**config.mk**
```make
export PLATFORM = sky130hd
export DESIGN_NAME = pmu_wake_cmd_regs
export DESIGN_NICKNAME = d
export VERILOG_FILES = /design/src/core/pmu_wake_pkg.sv /design/src/core/pmu_hold_timer.sv /design/src/core/pmu_wake_cmd_regs.sv
export VERILOG_INCLUDE_DIRS = /design/src /design/src/core
export SDC_FILE = /design/constraint.sdc
export NUM_CORES = 1
export LEC_CHECK = 0
export ABC_AREA = 0
export BUFFER_PORTS_ARGS = -buffer_cell sky130_fd_sc_hd__buf_2
export CAP_MARGIN = 30
export CORE_UTILIZATION = 45
export DETAILED_ROUTE_END_ITERATION = 12
export PLACE_DENSITY = 0.72
export RECOVER_POWER = 25
export SLEW_MARGIN = 5
export SYNTH_ARGS = -nofsm -noshare
export SYNTH_HDL_FRONTEND = slang
export SYNTH_HIERARCHICAL = 1
export SYNTH_SLANG_ARGS = --single-unit
```
**constraint.sdc**
```tcl
create_clock -name pclk -period 2.6 [get_ports pclk]
set_clock_uncertainty 0.05 [all_clocks]
set_input_delay 0.26 -clock pclk [delete_from_list [all_inputs] [get_ports pclk]]
set_output_delay 0.26 -clock pclk [all_outputs]
set_load 0.02 [all_outputs]
```
**src/core/pmu_wake_params.svh**
```systemverilog
/*
  Constants for the power-management wake and command register bank: offsets, field positions, reset values and timing.
  Assumes inclusion by bare name from the main module.
*/
`ifndef PMU_WAKE_PARAMS_SVH
`define PMU_WAKE_PARAMS_SVH
// Printed offsets are register indices; byte address is four times the index
`define IDX_CORE_DRIVE 8'h24
`define IDX_CORE_ZC 8'h25
`define IDX_ANA_LIMIT 8'h26
`define IDX_ANA_DRIVE 8'h27
`define IDX_ANA_ZC 8'h28
`define IDX_LDO_DIS 8'h29
`define IDX_WAKE_STAT 8'h30
`define IDX_WAKE_STAT_CLR 8'h31
`define IDX_WAKE_TRG 8'h32
`define IDX_WAKE_TRG_CLR 8'h33
`define IDX_IRQ_CAUSE 8'h34
`define IDX_IRQ_CAUSE_CLR 8'h35
`define IDX_CORE_SAVED 8'h36
`define IDX_POWER_CMD 8'h37
`define IDX_WAKE_PIN_CFG 8'h38
// Reset values
`define RST_DRIVE 8'h2a
`define RST_ZC 2'h2
`define RST_ANA_LIMIT 8'h0a
`define RST_LDO_DIS 8'h00
`define RST_CORE_SAVED 6'h24
`define RST_POWER_CMD 7'h06
// Power command bit positions
`define CMD_SLEEP 0
`define CMD_ALARM_EN 1
`define CMD_PIN_EN 2
`define CMD_WAKE 3
`define CMD_SYSRST 4
`define CMD_WD_KICK 5
`define CMD_WD_EN 6
// Wake reason codes
`define WR_NORMAL 3'h0
`define WR_SHORT_PIN 3'h1
`define WR_LONG_PIN 3'h2
`define WR_WAKE_CMD 3'h4
`define WR_AUTO 3'h5
// Long pin hold time
`define LONG_HOLD_MS 3000
`define CLK_MHZ 100
`endif

```
**src/core/pmu_wake_pkg.sv**
```systemverilog
/*
  Types for the power-management wake and command register bank.
  Assumes the params header is on the include path.
*/
package pmu_wake_pkg;
  typedef enum logic [2:0] {
    st_ready,
    st_startup,
    st_power_on,
    st_deep_sleep
  } power_state_t;
  typedef logic [7:0] reg_byte_t;
endpackage

```
**src/core/pmu_hold_timer.sv**
```systemverilog
/*
  Counts how long the long wake pin has been held (pin_low high) and pulses once when the hold time is reached.
  Assumes the pin is synchronous to pclk; hold count is a parameter so simulation can shorten it.
*/
`timescale 1ns/100ps
module pmu_hold_timer #(
  parameter int unsigned HOLD_CYCLES = 300000000
) (
  // Clock and reset
  input wire logic pclk,
  input wire logic presetn,
  input wire logic clk_en,
  // Pin and result
  input wire logic pin_low,
  output logic held_pulse
);
  logic [31:0] count_q;
  logic done_q;

  // Count while held, fire once per press
  always_ff @(posedge pclk or negedge presetn) begin
    if (!presetn) begin
      count_q <= 32'h0000_0000;
      done_q <= 1'b0;
      held_pulse <= 1'b0;
    end else if (clk_en) begin
      held_pulse <= 1'b0;
      if (!pin_low) begin
        count_q <= 32'h0000_0000;
        done_q <= 1'b0;
      end else if (!done_q) begin
        if (count_q == HOLD_CYCLES - 1) begin
          held_pulse <= 1'b1;
          done_q <= 1'b1;
        end else begin
          count_q <= count_q + 32'h0000_0001;
        end
      end
    end
  end
endmodule

```
**src/core/pmu_wake_cmd_regs.sv**
```systemverilog
/*
  Power-management wake/command register bank with APB slave, converter tuning fields, wake status,
  trigger and interrupt-cause latches, command bits and a small power state sequencer.
  Assumes an APB master on pclk; event inputs are synchronous one-cycle pulses or levels from the device.
*/
`timescale 1ns/100ps
`include "pmu_wake_params.svh"
module pmu_wake_cmd_regs #(
  parameter int unsigned HOLD_CYCLES = `LONG_HOLD_MS * 1000 * `CLK_MHZ
) (
  // Clock, reset, enable
  input wire logic pclk,
  input wire logic presetn,
  input wire logic clk_en,
  // APB slave
  input wire logic psel,
  input wire logic penable,
  input wire logic pwrite,
  input wire logic [11:0] paddr,
  input wire logic [31:0] pwdata,
  input wire logic [3:0] pstrb,
  output logic [31:0] prdata,
  output logic pready,
  output logic pslverr,
  // Wake events, active high pulses or held levels, and the live core voltage code
  input wire logic short_wake_pin,
  input wire logic long_wake_pin,
  input wire logic alarm_evt,
  input wire logic lowvolt_prewarn,
  input wire logic usb_good_evt,
  input wire logic usb_dead_evt,
  input wire logic watchdog_timer,
  input wire logic [5:0] core_code_now,
  // Converter settings
  output pmu_wake_pkg::reg_byte_t core_drive,
  output logic [1:0] core_zero_cross_thresh,
  output pmu_wake_pkg::reg_byte_t analog_drive,
  output logic [1:0] analog_zero_cross_thresh,
  output logic [5:0] analog_limits,
  output pmu_wake_pkg::reg_byte_t ldo_discharge,
  // Power control
  output pmu_wake_pkg::power_state_t power_state,
  output logic watchdog_en,
  output logic watchdog_kick
);
  import pmu_wake_pkg::*;

  logic [7:0] core_drive_q, analog_drive_q, analog_limit_q, ldo_q;
  logic [1:0] core_zc_q, analog_zc_q;
  logic lowvolt_wake_flag_q;
  logic [1:0] usb_wake_cause_q, reset_wake_cause_q;
  logic [2:0] normal_wake_cause_q;
  logic [6:0] trg_q;
  logic [3:0] irq_q;
  logic [5:0] saved_core_code_q;
  logic [6:0] cmd_q;
  logic long_pin_transition_en_q;
  power_state_t state_q, state_d;
  logic long_held;
  logic wr_en, rd_en;
  logic [7:0] idx;
  logic [7:0] wdat;
  logic mapped;
  logic enter_startup, enter_ready, enter_power_on;
  logic [2:0] reason_d;

  // Word index decode; APB answers in the access phase with no wait states
  function automatic logic is_mapped(input logic [7:0] i);
    return (i >= `IDX_CORE_DRIVE && i <= `IDX_LDO_DIS) || (i >= `IDX_WAKE_STAT && i <= `IDX_WAKE_PIN_CFG);
  endfunction

  assign idx = paddr[9:2];
  assign mapped = is_mapped(idx) && (paddr[11:10] == 2'b00);
  assign wdat = pstrb[0] ? pwdata[7:0] : 8'h00;
  assign wr_en = clk_en && psel && penable && pwrite && mapped && pstrb[0];
  assign rd_en = clk_en && psel && penable && !pwrite;

  // Long pin hold detector
  pmu_hold_timer #(.HOLD_CYCLES(HOLD_CYCLES)) u_hold (
    .pclk(pclk),
    .presetn(presetn),
    .clk_en(clk_en),
    .pin_low(long_wake_pin),
    .held_pulse(long_held)
  );

  // Power state sequencer: ready -> startup -> power-on, sleep and wake between
  always_comb begin
    state_d = state_q;
    reason_d = `WR_NORMAL;
    unique case (state_q)
      st_ready: state_d = st_startup;
      st_startup: state_d = st_power_on;
      st_power_on: begin
        if (cmd_q[`CMD_SYSRST] || watchdog_timer) begin
          state_d = st_ready;
        end else if (cmd_q[`CMD_SLEEP]) begin
          state_d = st_deep_sleep;
        end else if (long_held && long_pin_transition_en_q) begin
          state_d = st_deep_sleep;
        end
      end
      st_deep_sleep: begin
        if (cmd_q[2:0] == 3'b001) begin
          state_d = st_startup;
          reason_d = `WR_AUTO;
        end else if (cmd_q[`CMD_WAKE]) begin
          state_d = st_startup;
          reason_d = `WR_WAKE_CMD;
        end else if (long_held && long_pin_transition_en_q) begin
          state_d = st_startup;
          reason_d = `WR_LONG_PIN;
        end else if (short_wake_pin && cmd_q[`CMD_PIN_EN]) begin
          state_d = st_startup;
          reason_d = `WR_SHORT_PIN;
        end else if (alarm_evt && cmd_q[`CMD_ALARM_EN]) begin
          state_d = st_startup;
        end else if (lowvolt_prewarn || usb_good_evt) begin
          state_d = st_startup;
        end
      end
      default: state_d = st_ready;
    endcase
  end

  assign enter_startup = (state_d == st_startup) && (state_q != st_startup);
  assign enter_ready = (state_d == st_ready) && (state_q != st_ready);
  assign enter_power_on = (state_d == st_power_on) && (state_q != st_power_on);

  // State register
  always_ff @(posedge pclk or negedge presetn) begin
    if (!presetn) begin
      state_q <= st_ready;
    end else if (clk_en) begin
      state_q <= state_d;
    end
  end

  // Converter and regulator settings
  always_ff @(posedge pclk or negedge presetn) begin
    if (!presetn) begin
      core_drive_q <= `RST_DRIVE;
      analog_drive_q <= `RST_DRIVE;
      core_zc_q <= `RST_ZC;
      analog_zc_q <= `RST_ZC;
      analog_limit_q <= `RST_ANA_LIMIT;
      ldo_q <= `RST_LDO_DIS;
    end else if (wr_en) begin
      if (idx == `IDX_CORE_DRIVE) core_drive_q <= wdat;
      if (idx == `IDX_ANA_DRIVE) analog_drive_q <= wdat;
      if (idx == `IDX_CORE_ZC) core_zc_q <= wdat[1:0];
      if (idx == `IDX_ANA_ZC) analog_zc_q <= wdat[1:0];
      if (idx == `IDX_ANA_LIMIT) analog_limit_q <= {2'b00, wdat[5:0]};
      if (idx == `IDX_LDO_DIS) ldo_q <= wdat;
    end
  end

  // Wake status fields; a new cause wins over a same-cycle clear
  always_ff @(posedge pclk or negedge presetn) begin
    if (!presetn) begin
      lowvolt_wake_flag_q <= 1'b0;
      usb_wake_cause_q <= 2'b00;
      reset_wake_cause_q <= 2'b00;
      normal_wake_cause_q <= `WR_NORMAL;
    end else if (clk_en) begin
      if (wr_en && idx == `IDX_WAKE_STAT_CLR) begin
        if (wdat[0]) normal_wake_cause_q <= `WR_NORMAL;
        if (wdat[1]) reset_wake_cause_q <= 2'b00;
        if (wdat[2]) usb_wake_cause_q <= 2'b00;
        if (wdat[3]) lowvolt_wake_flag_q <= 1'b0;
      end
      if (enter_startup && state_q == st_deep_sleep) begin
        if (reason_d != `WR_NORMAL) normal_wake_cause_q <= reason_d;
        if (lowvolt_prewarn) lowvolt_wake_flag_q <= 1'b1;
        if (usb_good_evt) usb_wake_cause_q <= 2'b01;
      end
      if (usb_dead_evt) usb_wake_cause_q <= 2'b10;
      if (enter_ready) reset_wake_cause_q <= watchdog_timer ? 2'b10 : 2'b01;
    end
  end

  // Trigger latch and interrupt cause latch; set wins over clear
  always_ff @(posedge pclk or negedge presetn) begin
    if (!presetn) begin
      trg_q <= 7'h00;
      irq_q <= 4'h0;
    end else if (clk_en) begin
      trg_q <= (trg_q & ~((wr_en && idx == `IDX_WAKE_TRG_CLR) ? wdat[6:0] : 7'h00))
        | {lowvolt_prewarn, usb_dead_evt, usb_good_evt, cmd_q[`CMD_WAKE],
           alarm_evt, long_held, short_wake_pin};
      irq_q <= (irq_q & ~((wr_en && idx == `IDX_IRQ_CAUSE_CLR) ? wdat[3:0] : 4'h0))
        | {lowvolt_prewarn, long_held, short_wake_pin, alarm_evt};
    end
  end

  // Saved core voltage code, captured on a watchdog timeout while the watchdog enable bit is set
  always_ff @(posedge pclk or negedge presetn) begin
    if (!presetn) begin
      saved_core_code_q <= `RST_CORE_SAVED;
    end else if (clk_en && watchdog_timer && cmd_q[`CMD_WD_EN]) begin
      saved_core_code_q <= core_code_now;
    end
  end

  // Command bits with hardware clears; the state event wins over a write
  always_ff @(posedge pclk or negedge presetn) begin
    if (!presetn) begin
      cmd_q <= `RST_POWER_CMD;
      long_pin_transition_en_q <= 1'b0;
    end else if (clk_en) begin
      if (wr_en && idx == `IDX_POWER_CMD) cmd_q <= wdat[6:0];
      if (wr_en && idx == `IDX_WAKE_PIN_CFG) long_pin_transition_en_q <= wdat[1];
      if (enter_startup) begin
        cmd_q[`CMD_SLEEP] <= 1'b0;
        cmd_q[`CMD_WAKE] <= 1'b0;
      end
      if (enter_ready) cmd_q[`CMD_SYSRST] <= 1'b0;
      if (watchdog_timer || (wr_en && idx == `IDX_WAKE_TRG_CLR && wdat[6:0] != 7'h00)) begin
        cmd_q[`CMD_WD_KICK] <= 1'b0;
      end
    end
  end

  // Read data and response, registered; clear registers read back zero
  always_ff @(posedge pclk or negedge presetn) begin
    if (!presetn) begin
      prdata <= 32'h0000_0000;
      pready <= 1'b0;
      pslverr <= 1'b0;
    end else if (clk_en) begin
      pready <= psel && !penable;
      pslverr <= psel && !penable && !(is_mapped(paddr[9:2]) && paddr[11:10] == 2'b00);
      prdata <= 32'h0000_0000;
      if (psel && !penable && !pwrite) begin
        unique case (paddr[9:2])
          `IDX_CORE_DRIVE: prdata[7:0] <= core_drive_q;
          `IDX_CORE_ZC: prdata[1:0] <= core_zc_q;
          `IDX_ANA_LIMIT: prdata[7:0] <= analog_limit_q;
          `IDX_ANA_DRIVE: prdata[7:0] <= analog_drive_q;
          `IDX_ANA_ZC: prdata[1:0] <= analog_zc_q;
          `IDX_LDO_DIS: prdata[7:0] <= ldo_q;
          `IDX_WAKE_STAT: prdata[7:0] <= {lowvolt_wake_flag_q, usb_wake_cause_q,
                                          reset_wake_cause_q, normal_wake_cause_q};
          `IDX_WAKE_TRG: prdata[6:0] <= trg_q;
          `IDX_IRQ_CAUSE: prdata[3:0] <= irq_q;
          `IDX_CORE_SAVED: prdata[5:0] <= saved_core_code_q;
          `IDX_POWER_CMD: prdata[6:0] <= cmd_q;
          `IDX_WAKE_PIN_CFG: prdata[1] <= long_pin_transition_en_q;
          default: prdata <= 32'h0000_0000;
        endcase
      end
    end
  end

  // Registered outputs toward the converters and sequencer
  always_ff @(posedge pclk or negedge presetn) begin
    if (!presetn) begin
      core_drive <= `RST_DRIVE;
      analog_drive <= `RST_DRIVE;
      core_zero_cross_thresh <= 2'b10;
      analog_zero_cross_thresh <= 2'b10;
      analog_limits <= 6'h0a;
      ldo_discharge <= `RST_LDO_DIS;
      power_state <= st_ready;
      watchdog_en <= 1'b0;
      watchdog_kick <= 1'b0;
    end else if (clk_en) begin
      core_drive <= core_drive_q;
      analog_drive <= analog_drive_q;
      core_zero_cross_thresh <= core_zc_q;
      analog_zero_cross_thresh <= analog_zc_q;
      analog_limits <= analog_limit_q[5:0];
      ldo_discharge <= ldo_q;
      power_state <= state_q;
      watchdog_en <= cmd_q[`CMD_WD_EN];
      watchdog_kick <= cmd_q[`CMD_WD_KICK];
    end
  end

  // Checks
  a_sleep_clears: assert property (@(posedge pclk) disable iff (!presetn)
    (clk_en && enter_startup) |=> !cmd_q[`CMD_SLEEP]) else $error("sleep bit not cleared");
  a_wake_clears: assert property (@(posedge pclk) disable iff (!presetn)
    (clk_en && enter_startup) |=> !cmd_q[`CMD_WAKE]) else $error("wake bit not cleared");
  a_sysrst_clears: assert property (@(posedge pclk) disable iff (!presetn)
    (clk_en && enter_ready) |=> !cmd_q[`CMD_SYSRST]) else $error("sysreset bit not cleared");
  a_auto_wake: assert property (@(posedge pclk) disable iff (!presetn)
    (clk_en && state_q == st_deep_sleep && cmd_q[2:0] == 3'b001) |=> state_q == st_startup)
    else $error("no automatic wake");
  a_trg_latch: assert property (@(posedge pclk) disable iff (!presetn)
    (clk_en && alarm_evt) |=> trg_q[2]) else $error("alarm trigger lost");
  a_irq_latch: assert property (@(posedge pclk) disable iff (!presetn)
    (clk_en && lowvolt_prewarn) |=> irq_q[3]) else $error("lowvolt cause lost");
  a_trg_clear: assert property (@(posedge pclk) disable iff (!presetn)
    (wr_en && idx == `IDX_WAKE_TRG_CLR && wdat[0] && !short_wake_pin) |=> !trg_q[0])
    else $error("trigger not cleared");
  a_irq_clear: assert property (@(posedge pclk) disable iff (!presetn)
    (wr_en && idx == `IDX_IRQ_CAUSE_CLR && wdat[0] && !alarm_evt) |=> !irq_q[0])
    else $error("cause not cleared");
  a_long_pin_gate: assert property (@(posedge pclk) disable iff (!presetn)
    (clk_en && state_q == st_deep_sleep && long_held && long_pin_transition_en_q) |=> state_q == st_startup)
    else $error("long pin wake missed");
  a_wd_kick_clr: assert property (@(posedge pclk) disable iff (!presetn)
    (clk_en && watchdog_timer) |=> !cmd_q[`CMD_WD_KICK]) else $error("kick bit not cleared");
endmodule

```
==> qor.txt, run 1 <==
Setup CP Type: register to register
Initial antenna violation count: 0
Area contributors post-synth: dfrtp_1 40%, mux2_2 8.5%, dfstp_2 7.8%, nand2_1 5.3%, o21ai_0 3.3%
RSZ-0062 raised after global routing: false
Reg2reg setup slack: 220 ps
Antenna-violating nets left: 0
Clock root buffer: clkbuf_16
Worst EP required: 2820 ps
Hold_ws: 18.7 ps
WL met2: 11200 um
CTS buffer count: 17
Slew Limit Headroom: -0.00271
I/O Buffers: 86
Final period util: 0.915
Clock Tree Buf Depth: 2
Crit path max-delay cell type: a21oi_2
First-pass GRT wire length: 37100 um
Ports: 140
Met3 wire length: 1400 um
GR Overflow Total: 0
Post-Syn Area: 8090 um2
Number of H-tree levels: 4
Max-cap viol count: 1
WHS Path Cells: 3
Worst path cell trace: ha_1 > nand4_1 > nor4_1 > buf_4 > a21o_2 > a21oi_2 > a31oi_1
Static Leak: 0.00418 uW
Final Hold Vio Count: 0
Top-count cell post-synth: dfrtp_1
Seq/Total Area, Yosys: 0.477
Die Wd: 136 um
Die Area: 18500 um2
Via count: 6942
Clk sink count: 153
Startpoint type of the worst setup path: register
Synth unique cells: 76
Share of synthesized registers carrying an async set or reset: 1.00
Crit path capture type: register
Area leader, netlist: dfrtp_1
Met1 wire length: 10200 um
Final setup TNS: 0 ps
Slew @ Worst Pin: 1500 ps
Top FF cell, synth: dfrtp_1
Total setup buffers inserted after CTS: 0
Final WL: 23400 um
CP peak stage delay: 630 ps
Max Fclk: 420 MHz
Core ar.: 17400 um2
Clock slew at reported path FFs: 70 ps
Seq cells post-synth: 153
# rows: 48
Chip height: 136 um
Hold crit path type: input pin to register
Total track usage: 0.266
Cell Pwr Density: 626 nW/um2
Drt wl/cell: 20.2 um
Top cell type's share of synthesized area: 0.399
Arrival @ worst endpoint: 2600 ps
CTS tree: yes
Worst-Skew Late Latency: 430 ps
Peak supply drop: 0.000473 V
Status: complete, but fails checks
Vias in the first global route: 6534
Final setup viols: 0
Max layer used: met4
Worst Reg2Reg Path Length in Cells: 7
Crit-path max FO: 15
Layout area overhead: 17.4%
Syn_area_per_cell: 9.92 um2
HPWL after detailed placement: 17100 um
Max-slew violations: 59
Post-Synthesis Cells: 815
Iteration-0 DRC Markers: 677
Synth warn: 6
Top cells by count, synth: 129 x dfrtp_1, 114 x nand2_1, 61 x mux2_2
Avg Vias per Cell: 5.98
Layout cells sized above 1: 0.289
# nets final: 990
Largest net degree at the start of global routing: 61
Crit path time final: 2380 ps
Fill count: 1553
EDFF count, synth: 0
First-pass DRT Iterations: 6
DRC: 0
Violated checks: max-capacitance violations, max-slew violations
Starting Density: 0.464
Antenna cells: 0
Final Wtd Congestion: 0.977
## final timing paths
check	from	to
worst min-delay path	usb_dead_evt	trg_q[5]
min in group asynchronous	presetn	pslverr
max in group asynchronous	presetn	cmd_q[1]
worst max-delay path	u_hold/count_q[1]	u_hold/count_q[19]
worst max register to register	u_hold/count_q[1]	u_hold/count_q[19]
worst min register to register	analog_limit_q[3]	analog_limit_q[3]
## critical path, delay by kind of cell, from the launching register on
kind                     cells  cell delay, ps
AO/OA/AOI/OAI                3            1120
flip-flops                   1             420
adder cells (fa/ha/maj)      1             260
AND/OR/NAND/NOR              2             220
buffers and inverters        1             150
## what timing repair did
item	4_1_cts	5_1_grt
resized for setup	0	1
endpoints found under the hold margin	49	0
hold buffers	1	0
setup endpoints to repair	0	18
## metal layers
| metal | global-route usage | vias to the layer above |
|---|---|---|
| met5 | 0 | - |
| met1 | 0.362 | 3385 |
| met4 | 0.0914 | 0 |
| met3 | 0.0466 | 43 |
| met2 | 0.425 | 304 |
| li1 | - | 3210 |
## where the power goes
part / switching (uW) / leakage (uW) / internal [uW]
Combinational: 459 / 0.00195 / 260
Clock: 1100 / 0.000306 / 1490
Sequential: 135 / 0.00192 / 2500
## sequential cells by signal, summed over array words and instances, names as in the netlist, 8 cells and up
signal          cells
u_hold/count_q     32
analog_drive        8
analog_drive_q      8
core_drive          8
core_drive_q        8
ldo_discharge       8
ldo_q               8
prdata              8
## cells by family after synthesis
| logic type | Yosys count | share of synthesized area |
|---|---|---|
| and+or+nand+nor | 302 | 0.198 |
| muxes | 75 | 0.104 |
| AOI/OAI and AO/OA | 192 | 0.162 |
| DFF | 153 | 0.477 |
| adders and majority gates | 1 | 0.00155 |
| other | 1 | 0.000464 |
| buffers and inverters | 91 | 0.0565 |
## cell usage in the layout, fill, tap and decap left out, types with 6 or more instances in the layout
master,instances
conb_1,24
mux2_2,61
o31ai_1,7
a31o_2,6
clkbuf_16,17
o21ai_0,54
nor4_1,16
and3_1,7
buf_2,84
and4_1,6
a22oi_1,7
inv_1,24
a21oi_1,23
nor3_1,20
mux2i_1,13
dfrtp_1,129
and2_1,6
nor2_1,30
o22ai_1,8
a31oi_1,13
o311ai_0,6
a32oi_1,6
nand2_1,114
buf_4,43
or3_1,6
nand2b_1,6
nand3_1,29
nand4_1,22
dfstp_2,24
o2bb2ai_1,9
## final cells by class
type	count	area (um2)	share of cell area
clock buffers	18	439	0.0462
inverters	24	90.1	0.00949
flip-flops and latches	153	3860	0.406
multi-input cells	594	3860	0.406
clock inverters	14	181	0.0191
repair buffers	132	787	0.0829
well taps	225	282	0.0296
## stage by stage
step | power, uW | setup WS (ps) | area [um2] | utilization | instances
2_1_floorplan | 3120 | 365 | 8170 | - | 838
3_3_place_gp | 3370 | 164 | 8870 | 0.509 | 1126
3_5_place_dp | 3380 | 129 | 8870 | 0.510 | 1127
4_1_cts | 5980 | 142 | 9510 | 0.546 | 1160
5_1_grt | 6180 | 17.4 | 9500 | 0.545 | 1160
6_report | 5950 | 222 | 9500 | 0.545 | 1160
Power figures use the tool's default switching activity.
==> run 2, diff against run 1 <==
--- a/config.mk
+++ b/config.mk
@@ -6,12 +6,12 @@
 export SDC_FILE = /design/constraint.sdc
 export NUM_CORES = 1
 export LEC_CHECK = 0
-export ABC_AREA = 0
+export ABC_AREA = 1
 export BUFFER_PORTS_ARGS = -buffer_cell sky130_fd_sc_hd__buf_2
 export CAP_MARGIN = 30
 export CORE_UTILIZATION = 45
 export DETAILED_ROUTE_END_ITERATION = 12
-export PLACE_DENSITY = 0.72
+export PLACE_DENSITY = 0.73
 export RECOVER_POWER = 25
 export SLEW_MARGIN = 5
 export SYNTH_ARGS = -nofsm -noshare
==> run 2 against run 1 <==
- the run now ends clean
- hold slack got worse by 6.6 ps
- clock power barely moved
- setup slack improved by 230 ps
- sequential power fell by 5%
- highest routed layer is now met5
- cell area fell by 0.97%
- synthesized cell count rose by 38%
- combinational power fell by 23%
- wire length fell by 6.5%
- die area rose by 1.4%
==> qor.txt, run 2 <==
Status: finished, final reports clean
Final WL: 21900 um
Final setup TNS: 0 ps
Synth warn: 6
Startpoint type of the worst setup path: register
Post-Syn Area: 8200 um2
Drt wl/cell: 15.1 um
Top cells by count, synth: 419 x nand2_1, 129 x dfrtp_1, 110 x nor2_1
CP peak stage delay: 480 ps
Ports: 140
Peak supply drop: 0.000473 V
Final period util: 0.826
Adder-Cell Fraction of Synth Area: 0.00153
Worst EP required: 2880 ps
Top-count cell post-synth: nand2_1
Seq. cell area: 3860 um2
I/O Buffers: 86
Clock root buffer: clkbuf_16
Clock slew at reported path FFs: 60 ps
CTS buffer count: 17
Syn_area_per_cell: 7.28 um2
Post-synthesis mux area share: 0.00824
Max-slew violations: 0
Synth unique cells: 36
Footprint of the multi-input gates: 3700 um2
# nets final: 1282
Final setup viols: 0
Slew Limit Headroom: 0.152
Antenna-violating nets left: 0
Worst path cell trace: ha_1 > nand2_1 > nor2_4 > nand2_2 > nor2_2 > nand3_2 > nand3_4 > o21ai_1
Cell Pwr Density: 603 nW/um2
EDFF count, synth: 0
Setup CP Type: register to register
Via count: 7526
Avg Vias per Cell: 5.18
Arrival @ worst endpoint: 2420 ps
Simple-gate portion of the synthesized area: 0.341
Main combinational cell family by area after synthesis: simple AND/OR/NAND/NOR gates
Clk sink count: 153
Layout cells sized above 1: 0.155
GR Overflow Total: 0
Synth Area in Compound Gates: 0.0873
Fill count: 1679
Seq/Total Area, Yosys: 0.471
Number of H-tree levels: 4
Total track usage: 0.247
Reg with most FFs: u_hold/count_q
Final Hold Vio Count: 0
RSZ-0062 raised after global routing: false
Area leader, netlist: dfrtp_1
Initial antenna violation count: 2
Crit path max-delay cell type: nand3_4
Final Wtd Congestion: 0.941
First-pass DRT Iterations: 6
Die Wd: 137 um
Worst-Skew Late Latency: 430 ps
Iteration-0 DRC Markers: 646
Share of synthesized registers carrying an async set or reset: 1.00
Chip height: 137 um
Static Leak: 0.00462 uW
HPWL after detailed placement: 16000 um
Max reg flops: 32
Most common cell after layout, fill and taps aside: nand2_1
Total power: 5670 uW
Post-Synth XOR/XNOR Area: 0.00214
Slew @ Worst Pin: 1270 ps
DRC: 0
Core ar.: 17500 um2
Max-cap viol count: 0
Layout area overhead: 14.7%
Largest net degree at the start of global routing: 68
CTS tree: yes
Hold crit path type: input pin to register
Starting Density: 0.468
Crit-path max FO: 60
Top cell type's share of synthesized area: 0.394
Crit path capture type: register
Vias in the first global route: 6962
Most frequent cells in the layout: 419 x nand2_1, 129 x dfrtp_1, 110 x nor2_1
Clock Tree Buf Depth: 2
Post-Synthesis Cells: 1126
Area contributors post-synth: dfrtp_1 39%, nand2_1 19%, dfstp_2 7.7%, nand3_1 6.3%, nor2_1 5.0%
Die Area: 18800 um2
Max Fclk: 466 MHz
Crit path time final: 2150 ps
# rows: 48
Top FF cell, synth: dfrtp_1
Seq cells post-synth: 153
First-pass GRT wire length: 35100 um
## run 2: changes by cell type after synthesis, sizes merged, moves of 16 or more
cell,change
nor2,+89
nor4,-18
nand3,+74
o21ai,+72
inv,+73
mux2,-55
a21oi,-16
nand2,+308
## run 2: per-layer routing
layer | global-route usage | up-vias | wire [um]
li1 | - | 3725 | -
met1 | 0.326 | 3455 | 9620
met2 | 0.392 | 293 | 10300
met3 | 0.0478 | 51 | 1350
met4 | 0.109 | 2 | 588
met5 | 0 | - | 8
## run 2: cell families after synthesis
| kind of cell | after synthesis |
|---|---|
| AOI/OAI and AO/OA | 137 |
| xor gates and xnor gates | 2 |
| adders and majority gates | 1 |
| buffers and inverters | 154 |
| DFF | 153 |
| muxes | 6 |
| other | 1 |
| and+or+nand+nor | 672 |
## run 2: worst paths after layout
| kind | startpoint | endpoint | slack (ps) | depth (start not counted) |
|---|---|---|---|---|
| min reg2reg | analog_drive[3] | analog_drive[3] | 410 | 2 |
| max reg2reg | u_hold/count_q[0] | u_hold/count_q[0] | 450 | 8 |
| max | u_hold/count_q[0] | u_hold/count_q[0] | 450 | 8 |
| max in group asynchronous | presetn | u_hold/count_q[7] | 680 | 3 |
| min in group asynchronous | presetn | analog_limits[2] | 600 | 2 |
| min | core_code_now[3] | saved_core_code_q[3] | 10 | 2 |
## run 2: what timing repair did
action | CTS | global route
hold buffers | 3 | 0
endpoints found under the hold margin | 40 | 0
buffers inserted | 0 | 0
gates resized for setup | 0 | 0
## run 2: cell type report
type                    count  area share
multi-input cells         842       0.393
clock inverters            14      0.0197
diodes                      2    0.000532
inverters                  97      0.0387
well taps                 225      0.0299
clock buffers              18      0.0467
repair buffers            103      0.0609
flip-flops and latches    153       0.410
## run 2: power by group
part	switching, uW	internal (uW)	leakage [uW]
clock	1060	1560	0.000296
combinational	415	138	0.00235
sequential	54.4	2450	0.00197
## run 2: critical path, delay by kind of cell, from the launching register on
family	cells	cell delay, ps
adders and majority gates	1	230
and+or+nand+nor	6	1000
AOI/OAI and AO/OA	1	360
DFF	1	400
## run 2: through the flow
stage | setup WS [ps] | cells | util | hold slack, ps | cell area (um2)
after floorplan | 1020 | 1149 | - | -85.6 | 8290
after global placement | 435 | 1417 | 0.499 | 189 | 8760
after detailed placement | 396 | 1417 | 0.499 | 192 | 8760
after CTS | 440 | 1452 | 0.537 | 3.14 | 9410
after global routing | 186 | 1453 | 0.536 | 4.54 | 9400
final | 453 | 1454 | 0.536 | 12.1 | 9400
==> run 3, diff against run 2 <==
--- a/config.mk
+++ b/config.mk
@@ -6,7 +6,7 @@
 export SDC_FILE = /design/constraint.sdc
 export NUM_CORES = 1
 export LEC_CHECK = 0
-export ABC_AREA = 1
+export ABC_AREA = 0
 export BUFFER_PORTS_ARGS = -buffer_cell sky130_fd_sc_hd__buf_2
 export CAP_MARGIN = 30
 export CORE_UTILIZATION = 45
==> constraint.sdc (replaced) <==
create_clock -name pclk -period 2.2 [get_ports pclk]
set_clock_uncertainty 0.05 [all_clocks]
set_input_delay 0.22 -clock pclk [delete_from_list [all_inputs] [get_ports pclk]]
set_output_delay 0.22 -clock pclk [all_outputs]
set_load 0.02 [all_outputs]
==> run 3 against run 2 <==
- hold slack gained 3.0 ps
- critical endpoint is now u_hold/count_q[26]
- maximum frequency hardly changed
- global-route usage up 2.3 points
- final cell count is 17% lower
- die area fell by 1.4%
- non-clock buffer count up 79
- core utilization is 3.3 points higher
- critical path depth did not move
- combinational power rose by 70%
- cell area grew 5.5%
==> qor.txt, run 3 (same netlist as run 1, synthesis figures left out) <==
Antenna-violating nets left: 0
Final period util: 0.975
Layout area overhead: 22.7%
Max Fclk: 466 MHz
Drt wl/cell: 19.9 um
Most frequent cells in the layout: 128 x dfrtp_1, 114 x nand2_1, 85 x buf_2
# nets final: 1040
Arrival @ worst endpoint: 2430 ps
Slew @ Worst Pin: 1350 ps
Clk sink count: 153
Die Wd: 136 um
Final Non-Filler Cells: 1210
Antenna cells: 0
CTS buffer count: 17
Worst EP required: 2490 ps
Clock slew at reported path FFs: 70 ps
Total power: 6920 uW
Crit-path max FO: 9
Static Leak: 0.00443 uW
Placed cell count: 1169
Setup CP Type: register to register
Final setup TNS: 0 ps
Final WL: 24100 um
Reg with most FFs: u_hold/count_q
Initial antenna violation count: 0
Final setup viols: 0
Most common cell after layout, fill and taps aside: dfrtp_1
Crit path time final: 2150 ps
Worst-Skew Late Latency: 430 ps
Iteration-0 DRC Markers: 773
Number of H-tree levels: 4
Utilization after layout: 0.570
Die Area: 18500 um2
Largest net degree at the start of global routing: 52
Vias in the first global route: 6788
Final Wtd Congestion: 0.995
Total setup buffers inserted after CTS: 0
# rows: 48
Hold crit path type: input pin to register
Startpoint type of the worst setup path: register
I/O Buffers: 86
CTS tree: yes
Core ar.: 17400 um2
Max-cap viol count: 0
DRC: 0
Max-slew violations: 0
Final Hold Vio Count: 0
Peak supply drop: 0.000570 V
HPWL after detailed placement: 17300 um
Status: finished, final reports clean
First-pass GRT wire length: 37800 um
Avg Vias per Cell: 5.93
Area after detailed placement: 9220 um2
Ports: 140
GR Overflow Total: 0
Starting Density: 0.464
Crit path capture type: register
Slew Limit Headroom: 0.0974
Finished layout cell area: 9920 um2
First-pass DRT Iterations: 5
Clock root buffer: clkbuf_16
Clock Tree Buf Depth: 2
Chip height: 136 um
Cell Pwr Density: 698 nW/um2
Total track usage: 0.269
Via count: 7179
Layout cells sized above 1: 0.321
Max reg flops: 32
run 3: repair_timing:
action / in CTS / in global routing
gates resized for setup: 3 / 8
pin swaps: 0 / 1
hold buffers: 9 / 0
hold endpoints to repair: 55 / 0
setup endpoints to repair: 9 / 6
run 3: routing by layer:
metal / up-vias / wire length [um] / track usage
li1: 3306 / - / -
met2: 311 / 11500 / 0.437
met1: 3511 / 10300 / 0.356
met5: - / 0 / 0
met3: 51 / 1490 / 0.0481
met4: 0 / 807 / 0.107
run 3: power by group:
part / internal, uW / leakage (uW) / switching [uW]
Clock: 1650 / 0.000285 / 1230
Combinational: 363 / 0.00222 / 574
Sequential: 2960 / 0.00192 / 144
Total: 4970 / 0.00443 / 1950
run 3: worst paths after layout:
kind,to,start,depth (start not counted),slack (ps)
worst max-delay path,u_hold/count_q[26],u_hold/count_q[0],8,50
worst min-delay path,trg_q[2],alarm_evt,3,20
worst max register to register,u_hold/count_q[26],u_hold/count_q[0],8,50
worst min register to register,analog_limit_q[3],analog_limit_q[3],2,430
max in group asynchronous,core_drive_q[5],presetn,3,440
min in group asynchronous,pready,presetn,2,580
run 3: metrics by stage:
step | hold WS [ps] | setup slack [ps]
3_5_place_dp | 156 | -57.1
4_1_cts | 4.87 | 19.2
3_3_place_gp | 156 | -2.41
6_report | 15.1 | 54.1
2_1_floorplan | -126 | 5.23
5_1_grt | 18.4 | -4.30
run 3: cell type report:
cell class	count	area (um2)
clock inverter	12	128
multi-input combinational	594	3900
tap	225	282
fill	1575	7500
sequential	153	3860
timing repair buffer	182	1210
inverter	24	90.1
clock buffer	20	457
run 3: worst max-delay path: stages, from the launching register on:
cell and delay, ps:
dfrtp_1 380, ha_2 200, nand4_1 120, nor4_1 70
buf_4 150, a21o_4 250, buf_4 180, or3_1 400
o311ai_2 260
